`src/atsrc_pkg.sv`:
```
/*
 * atsrc_pkg: constants for the converter track/start and reference control.
 * Assumes a single SAR-clock domain and an 8-bit SFR-style register port.
 */
package atsrc_pkg;
   // reference control register address on the SFR bus
   localparam logic [7:0] ATSRC_REF_ADDR   = 8'hd2;
   // field positions inside the reference control register
   localparam int         ATSRC_GND_BIT    = 5;
   localparam int         ATSRC_VSEL_HI    = 4;
   localparam int         ATSRC_VSEL_LO    = 3;
   localparam int         ATSRC_TEMP_BIT   = 2;
   localparam int         ATSRC_BIAS_BIT   = 1;
   // writable bits: 5:1; bits 7:6 and 0 read zero
   localparam logic [7:0] ATSRC_REF_MASK   = 8'h3e;
   // reset value: voltage reference select = 10
   localparam logic [7:0] ATSRC_REF_RESET  = 8'h10;
   // extra tracking time in SAR clock cycles when delayed mode is on
   localparam int         ATSRC_DELAY_CYC  = 3;
   localparam logic [1:0] ATSRC_DELAY_LOAD = 2'(ATSRC_DELAY_CYC);

   typedef enum logic [1:0] {
      ATSRC_IDLE,
      ATSRC_DELAY,
      ATSRC_CONVERT
   } atsrc_state_t;
endpackage
```
`src/atsrc_ctrl.sv`:
```
/*
 * atsrc_ctrl: decides when the converter tracks and when a conversion
 * starts, and holds the reference control register.
 * Assumes: clk_in is the SAR clock; the converter reports the end of a
 * conversion with a one-cycle pulse; the start pin is asynchronous.
 */
`timescale 1ns/1ps
`default_nettype none

// How it works
// - delayed mode holds conversion start three SAR cycles, still tracking.
// - with delayed mode off, conversion starts at once on the trigger.
// - internal triggers: track whenever no conversion is running.
// - pin trigger: track if delayed mode, else only while pin is low.
// - bit 5 selects ground reference: ground pin or analog ground pin.
// - bits 4:3 select the voltage reference source.
// - bit 2 enables the temperature sensor.
// - bit 1 enables the analog bias generator.
// - bits 7:6 and 0 read zero and ignore writes.
module atsrc_ctrl (
   input  wire logic       clk_in,             // SAR clock
   input  wire logic       rst_in,             // sync reset, active high
   input  wire logic [7:0] sfr_addr_in,        // register address
   input  wire logic [7:0] sfr_wdata_in,       // write data
   input  wire logic       sfr_wr_in,          // write strobe
   output logic      [7:0] sfr_rdata_out,      // read data
   input  wire logic       delayed_track_enable_in, // delayed mode bit
   input  wire logic       use_pin_start_in,   // 1: pin is the trigger
   input  wire logic       internal_start_in,  // internal trigger pulse
   input  wire logic       external_convert_start_in, // async start pin
   input  wire logic       convert_done_in,    // conversion end pulse
   output logic            track_out,          // converter tracks input
   output logic            convert_start_out,  // one-cycle start pulse
   output logic            busy_out,           // conversion running
   output logic            ground_ref_select_out,    // 1: analog ground
   output logic      [1:0] voltage_ref_select_out,   // reference source
   output logic            temp_sensor_enable_out,   // sensor on
   output logic            bias_generator_enable_out // bias on
);
   import atsrc_pkg::*;

   logic [7:0]   reference_control;
   logic         pin_meta;
   logic         pin_sync;
   logic         pin_prev;
   logic [1:0]   delay_count;
   atsrc_state_t state;
   atsrc_state_t next_state;
   logic         trigger;
   logic         next_start;

   // start pin passes two flops before anything reads it
   always_ff @(posedge clk_in) begin
      if (rst_in) begin
         pin_meta <= 1'b0;
         pin_sync <= 1'b0;
         pin_prev <= 1'b0;
      end else begin
         pin_meta <= external_convert_start_in;
         pin_sync <= pin_meta;
         pin_prev <= pin_sync;
      end
   end

   // pin trigger is the rising edge; internal trigger is the pulse
   assign trigger = use_pin_start_in ? (pin_sync & ~pin_prev)
                                     : internal_start_in;

   // register write; only the defined bits take the data
   always_ff @(posedge clk_in) begin
      if (rst_in) begin
         reference_control <= ATSRC_REF_RESET;
      end else if (sfr_wr_in && sfr_addr_in == ATSRC_REF_ADDR) begin
         reference_control <= sfr_wdata_in & ATSRC_REF_MASK;
      end
   end

   // read mux; unmapped addresses read zero
   always_comb begin
      if (sfr_addr_in == ATSRC_REF_ADDR) begin
         sfr_rdata_out = reference_control;
      end else begin
         sfr_rdata_out = 8'h00;
      end
   end

   assign ground_ref_select_out  = reference_control[ATSRC_GND_BIT];
   assign voltage_ref_select_out =
      reference_control[ATSRC_VSEL_HI:ATSRC_VSEL_LO];
   assign temp_sensor_enable_out = reference_control[ATSRC_TEMP_BIT];
   assign bias_generator_enable_out = reference_control[ATSRC_BIAS_BIT];

   // sequencer; triggers during a delay or conversion are ignored
   always_comb begin
      next_state = state;
      next_start = 1'b0;
      case (state)
         ATSRC_IDLE: begin
            if (trigger) begin
               if (delayed_track_enable_in) begin
                  next_state = ATSRC_DELAY;
               end else begin
                  next_state = ATSRC_CONVERT;
                  next_start = 1'b1;
               end
            end
         end
         ATSRC_DELAY: begin
            if (delay_count == 2'd1) begin
               next_state = ATSRC_CONVERT;
               next_start = 1'b1;
            end
         end
         ATSRC_CONVERT: begin
            if (convert_done_in) begin
               next_state = ATSRC_IDLE;
            end
         end
         default: next_state = ATSRC_IDLE;
      endcase
   end

   always_ff @(posedge clk_in) begin
      if (rst_in) begin
         state <= ATSRC_IDLE;
      end else begin
         state <= next_state;
      end
   end

   always_ff @(posedge clk_in) begin
      if (rst_in) begin
         delay_count <= 2'd0;
      end else if (state == ATSRC_IDLE && trigger) begin
         delay_count <= ATSRC_DELAY_LOAD;
      end else if (delay_count != 2'd0) begin
         delay_count <= delay_count - 2'd1;
      end
   end

   // start pulse from a flop; it lands on the first converting cycle
   always_ff @(posedge clk_in) begin
      if (rst_in) begin
         convert_start_out <= 1'b0;
      end else begin
         convert_start_out <= next_start;
      end
   end

   assign busy_out = (state == ATSRC_CONVERT);

   // tracking: never while converting; pin mode without delay needs pin low
   always_comb begin
      if (state == ATSRC_CONVERT) begin
         track_out = 1'b0;
      end else if (use_pin_start_in && !delayed_track_enable_in) begin
         // track only while pin held low
         track_out = ~pin_sync;
      end else begin
         // track when idle or in the delay
         track_out = 1'b1;
      end
   end

   // start seen at the fourth edge: three extra tracking cycles
   a_delay_start_time: assert property (
      @(posedge clk_in) disable iff (rst_in)
      (state == ATSRC_IDLE && trigger && delayed_track_enable_in)
      |-> !convert_start_out [*4] ##1 convert_start_out)
      else $error("delayed start not three cycles after trigger");

   a_direct_start: assert property (
      @(posedge clk_in) disable iff (rst_in)
      (state == ATSRC_IDLE && trigger && !delayed_track_enable_in)
      |=> convert_start_out && busy_out)
      else $error("direct start missing");

   a_delay_tracks: assert property (
      @(posedge clk_in) disable iff (rst_in)
      (state == ATSRC_DELAY) |-> track_out)
      else $error("not tracking during delay");

   a_internal_track: assert property (
      @(posedge clk_in) disable iff (rst_in)
      (!use_pin_start_in && !busy_out) |-> track_out)
      else $error("internal source idle without tracking");

   // pin mode without delay follows the pin
   a_pin_track: assert property (
      @(posedge clk_in) disable iff (rst_in)
      (use_pin_start_in && !delayed_track_enable_in && !busy_out)
      |-> (track_out == !pin_sync))
      else $error("pin mode tracking wrong");

   // unused bits never read back set
   a_unused_zero: assert property (
      @(posedge clk_in) disable iff (rst_in)
      (reference_control & ~ATSRC_REF_MASK) == 8'h00)
      else $error("unused reference bits set");

   // ground select follows the written bit
   a_gnd_write: assert property (
      @(posedge clk_in) disable iff (rst_in)
      (sfr_wr_in && sfr_addr_in == ATSRC_REF_ADDR)
      |=> ground_ref_select_out == $past(sfr_wdata_in[ATSRC_GND_BIT]))
      else $error("ground reference select not written");

   // write reaches reference select a cycle later
   a_vsel_write: assert property (
      @(posedge clk_in) disable iff (rst_in)
      (sfr_wr_in && sfr_addr_in == ATSRC_REF_ADDR)
      |=> voltage_ref_select_out == $past(sfr_wdata_in[4:3]))
      else $error("voltage reference select not written");

   a_enable_write: assert property (
      @(posedge clk_in) disable iff (rst_in)
      (sfr_wr_in && sfr_addr_in == ATSRC_REF_ADDR)
      |=> temp_sensor_enable_out == $past(sfr_wdata_in[2])
          && bias_generator_enable_out == $past(sfr_wdata_in[1]))
      else $error("enable bits not written");

   // counter never reads zero while in the delay state
   a_count_range: assert property (
      @(posedge clk_in) disable iff (rst_in)
      (state == ATSRC_DELAY) |-> delay_count != 2'd0)
      else $error("delay counter empty while delaying");
endmodule

`default_nettype wire

```
`config.mk`:
```
export PLATFORM = sky130hd
export DESIGN_NAME = atsrc_ctrl
export DESIGN_NICKNAME = d
export VERILOG_FILES = /design/src/atsrc_pkg.sv /design/src/atsrc_ctrl.sv
export SDC_FILE = /design/constraint.sdc
export NUM_CORES = 1
export LEC_CHECK = 0
export BUFFER_PORTS_ARGS = -buffer_cell sky130_fd_sc_hd__buf_2
export CAP_MARGIN = 10
export CELL_PAD_IN_SITES_DETAIL_PLACEMENT = 1
export CELL_PAD_IN_SITES_GLOBAL_PLACEMENT = 1
export CORE_MARGIN = 4
export CORE_UTILIZATION = 26
export DETAILED_ROUTE_END_ITERATION = 16
export PLACE_DENSITY_LB_ADDON = 0.15
export SETUP_SLACK_MARGIN = 0.2
export SLEW_MARGIN = 20
export SYNTH_ARGS = -nofsm -noshare
export SYNTH_HDL_FRONTEND = slang
export SYNTH_SLANG_ARGS = --single-unit
```
`constraint.sdc`:
```
create_clock -name clk_in -period 1.1 [get_ports clk_in]
set_input_delay 0.055 -clock clk_in [delete_from_list [all_inputs] [get_ports clk_in]]
set_output_delay 0.055 -clock clk_in [all_outputs]
set_load 0.005 [all_outputs]
```
## Word level (Yosys, flattened, before mapping)

Cells that the tools add are included.

| cells by class | value |
|---|---|
| eq/ne operators | 7 |
| add/subtract/negate cells | 1 |
| order comparisons | 0 |
| reductions and logical operators | 8 |
| shift operators | 0 |
| multipliers | 0 |
| divide/modulo/power cells | 0 |
| bitwise gates (word level) | 3 |
| multiplexer cells | 15 |

Operators by type and width:

| cell | number |
|---|---|
| 2-bit two-way mux | 6 |
| 8-bit equality test, second input constant | 1 |
| 1-bit two-way mux | 6 |
| 6-bit two-way mux | 1 |
| 2-bit inequality test, second input constant | 3 |
| 2-bit case mux with 3 select lines | 1 |
| 2-bit by 1-bit equality test with 1-bit output, second input constant | 2 |
| 2-bit nonzero test | 2 |
| 1-bit logical AND | 3 |
| 3-bit AND reduction | 1 |
| 2-bit equality test, second input constant | 1 |
| 2-bit zero test | 1 |
| 1-bit NOT | 2 |
| 1-bit case mux with 2 select lines | 1 |
| 2-bit by 1-bit subtractor with 2-bit output, second input constant | 1 |
| 1-bit AND | 1 |
| 1-bit zero test | 1 |

| word-level totals | value |
|---|---|
| input port bits | 24 |
| latch bits | 0 |
| memory bits (read-only) | 0 |
| bits in writable memories | 0 |
| word-level logic and storage cells | 41 |
| output and inout port bits | 16 |
| flip-flop bits (word level) | 13 |
| memories | 0 |

## Depth between registers and ports, before layout

| logic depth | value |
|---|---|
| word-level depth | 5 |
| mapped depth | 5 |
| gate-level depth less buffers | 5 |

## Worst setup path after synthesis

No wires, ideal clock.

| timing | value |
|---|---|
| kind | reg2reg |
| start | register delay_count[0] |
| end | register delay_count[1] |
| arrival time | 1.021 ns |
| path buffers | 0 |
| stages on the path, launching flop included | 5 |
| clock period less this slack | 1.091 ns |
| setup slack | 0.009 ns |
| path through | dfxtp_1 > inv_1 > ha_1 > mux2_2 > a21oi_1 |

| between the ends | value |
|---|---|
| word-level cells in the longest chain between the ends | 3 |
| elaborated cells on any way between the ends | 5 |
| classes of those cells | add/sub: 1; mux: 2; reduce/logical: 2 |

RTL lines:

| item | RTL line | source |
|---|---|---|
| from (decl) | atsrc_ctrl.sv:46 | `logic [1:0] delay_count;` |
| from (signal assigned) | atsrc_ctrl.sv:137 | `delay_count <= delay_count - 2'd1;` |
| 2-bit by 1-bit subtractor with 2-bit output | atsrc_ctrl.sv:137 |  |
| 2-bit two-way mux | atsrc_ctrl.sv:136 | `end else if (delay_count != 2'd0) begin` |
| 2-bit two-way mux | atsrc_ctrl.sv:134 | `end else if (state == ATSRC_IDLE && trigger) begin` |

Parallel ways exist; a longest one is shown, timed or not. The select of a mux whose other input is x is not followed.
A chain may end at the register's enable or synchronous reset.

## Worst setup path in the final report

Same ends and word-level chain as after synthesis.

==> impl_results.md <==
- Area growth from synthesis to layout: 64.0%
- Yosys reg bits: 13
- P_leak: about 0.00052 uW
- Worst EP arrival: roughly 1300 ps
- Hold depth: 3
- Fmax: just over 900 MHz
- Post-synthesis cell area: 677 um^2
- Final wirelength: between 1500 and 2000 um
- Antenna Violating Nets Remaining: 0
- Global-route wire length before repair: 2850 um
- Num rows: 18
- Chip height: 59.0 um
- Max-cap violations: 0
- CP cell instances: inv_2 -> ha_4 -> mux2_4 -> a21oi_2
- Synth Warn #: 0
- Worst setup SP type: flop
- R2r startpoint: delay_count[0]
- Vias: between 600 and 700
- Total Die Area: around 3500 um^2
- Routability cong.: ~0.69
- 1st-pass router iterations: 2
- Seq/Total Area, Yosys: 38.4%
- Power Dens Cells: roughly 1200 nW/um^2
- TritonCTS Sinks: 13
- Largest net degree at the start of global routing: 18
- Slew Limit Fails: 0
- Total GRT Usage: between 10 and 15%
- Min-Delay Path Class: input pin to flop
- Clock buffer depth: 2
- Status: finished, final reports clean
- Vias in the first global route: 619
- WS Path Type: flop to flop
- Number of port buffers: 33
- Crit path max fanout: 3
- Multi-input gate area: about 460 um^2
- Count of cell types in the netlist: 26
- Nets: roughly 150
- Flop-to-flop setup slack: ~31 ps
- Antenna diodes: 0
- Min cycle time layout: 1070 ps
- Syn Inst Count: 73
- Antenna violations before repair: 0
- Clock Latency Late Sink: roughly 270 ps
- Drt drc: 0
- Pwr Total: 1310 uW
- Tcrit/Tclk final: 97.2%
- R2R depth: 4
- Syn Area/Cell: 9.27 um^2
- GRT overflow: 0
- Final Non-Filler Cells: approximately 150
- Fillers: 295
- Number of I/O pins: 40
- Layout cells sized above 1: approximately 60%
- R2r endpoint: delay_count[1]
- Worst-path clk slew: about 70 ps
- Slowest CP cell: dfxtp_2
- Post-synth EDFFs: 0
- CTS H-tree depth: 1
- Fin util: between 40 and 50%
- CP peak stage delay: between 300 and 400 ps
- Total core area: approximately 2500 um^2
- Hold Vio Cnt, Final: 0
- Post-DP HPWL: 1330 um
- CTS buffer count: 3
- Setup repair after global routing missed its margin: yes
- Critical path endpoint category: flop
- Final setup fails: 0
- CTS tree: done
- Asr flop ratio synth: 0%
- Clock Skews: approximately 5.5 ps
- Dominant synthesized flop cell: dfxtp_1
- Root Buffer: clkbuf_4
- Register Area: 268 um^2
- VDD IR max: about 950 uV
- Min-delay src: sfr_wdata_in[4]
- Die X: just under 60 um
- Iteration-0 DRC Markers: 3
- Initial Utilization: 27.3%
- Req. time, crit path: between 1000 and 1500 ps
- Hold Path End: reference_control[4]
- Routed wire length per instance: 11.7 um
- Placed insts: between 100 and 150
- DR vias/cell: around 4.3
[Yosys cell counts (all sizes together) (2+ instances only)]
cell,instances,area [um^2]
mux2i,5,50.1
nor2b,6,37.5
ha,2,25.0
nor3,3,15.0
nand2b,10,62.6
dfxtp,13,260
a21oi,2,10.0
o21ai,2,10.0
nand2,2,7.51
and2,5,31.3
inv,4,15.0
buf,3,22.5
nor2,5,18.8
[routing by layer]
| layer | vias up | global-route usage, % | share of wire (%) |
|---|---|---|---|
| met5 | - | 0 | 0 |
| met4 | 0 | 2.91 | 0.81 |
| met3 | 2 | 4.58 | 8.9 |
| met2 | 24 | 16.9 | 51 |
| met1 | 294 | 13.5 | 40 |
| li1 | 323 | - | - |
[repair_timing]
action	4_1_cts	5_1_grt
hold endpoints to repair	1	0
gates resized for setup	20	15
endpoints found under the setup margin	12	17
pin swaps	11	4
hold buffers	1	0
buffers inserted	3	3
[registers in the layout (all words and copies together), names as in the netlist]
register and count:
reference_control 5, pin_sync 1, pin_meta 1, convert_start_out 1
state 2, delay_count 2, pin_prev 1
[per-stage QoR]
step | area, um^2 | hold slack [ps] | setup TNS [ps] | setup slack [ps]
after floorplan | 693 | 183 | 0 | 59.7
after global placement | 892 | 272 | -139 | -31.1
after detailed placement | 892 | 285 | -92.9 | -32.7
after CTS | 1020 | 37.4 | 0 | 14.7
after global routing | 1110 | 40.8 | -36.9 | -18.6
final | 1110 | 44.7 | 0 | 30.8
[where the power goes]
group / switching [uW] / internal, uW / total (uW)
combinational: 195 / 277 / 472
sequential: 34.7 / 526 / 561
clock: 138 / 140 / 279
[cell type report]
| class | instances | share of cell area [%] |
|---|---|---|
| Clock buffer | 4 | 2.37 |
| Inverter | 4 | 1.35 |
| Multi-Input combinational cell | 54 | 41.4 |
| Sequential cell | 13 | 24.1 |
| Tap cell | 30 | 3.38 |
| Timing Repair Buffer | 43 | 27.4 |
[critical path, delay by kind of cell (launching register included)]
family / cells / cell delay (ps)
muxes: 1 / 260
adders and majority gates: 1 / 220
DFF: 1 / 360
AOI/OAI and AO/OA: 1 / 110
buffers and inverters: 1 / 50
[cells by family (layout without fill, tap and decap cells)]
group / count (synthesis) / after routing / synth area share [%]
buf+inv: 8 / 51 / 6.10
fa+ha+maj: 2 / 2 / 3.70
mux: 6 / 6 / 9.06
xor+xnor: 1 / 1 / 1.29
flops: 13 / 13 / 38.4
other cells: 1 / 3 / 0.554
simple gates: 35 / 35 / 34.8
compound gates: 7 / 7 / 6.10
[cells in the final DEF, fill, tap and decap left out, types with 2 or more instances in the layout]
master	count
nor3_2	2
buf_6	11
nor2b_1	4
mux2i_1	5
dfxtp_2	3
conb_1	3
nor2b_4	2
dfxtp_1	9
inv_2	3
nor2_1	5
buf_2	25
buf_4	6
and2_4	5
clkbuf_4	3
nand2b_1	10
[worst max-delay path by stage]
| stage | slack [ps] | from | to |
|---|---|---|---|
| after detailed placement | -30 | sfr_addr_in[3] | sfr_rdata_out[5] |
| after global routing | -20 | state[1] | track_out |
| after floorplan | 60 | delay_count[0] | delay_count[1] |
| after global placement | -30 | sfr_addr_in[3] | sfr_rdata_out[2] |
| after CTS | 10 | delay_count[0] | delay_count[1] |
| final | 30 | delay_count[0] | delay_count[1] |
Note: power is estimated with default switching activity, not from simulation.
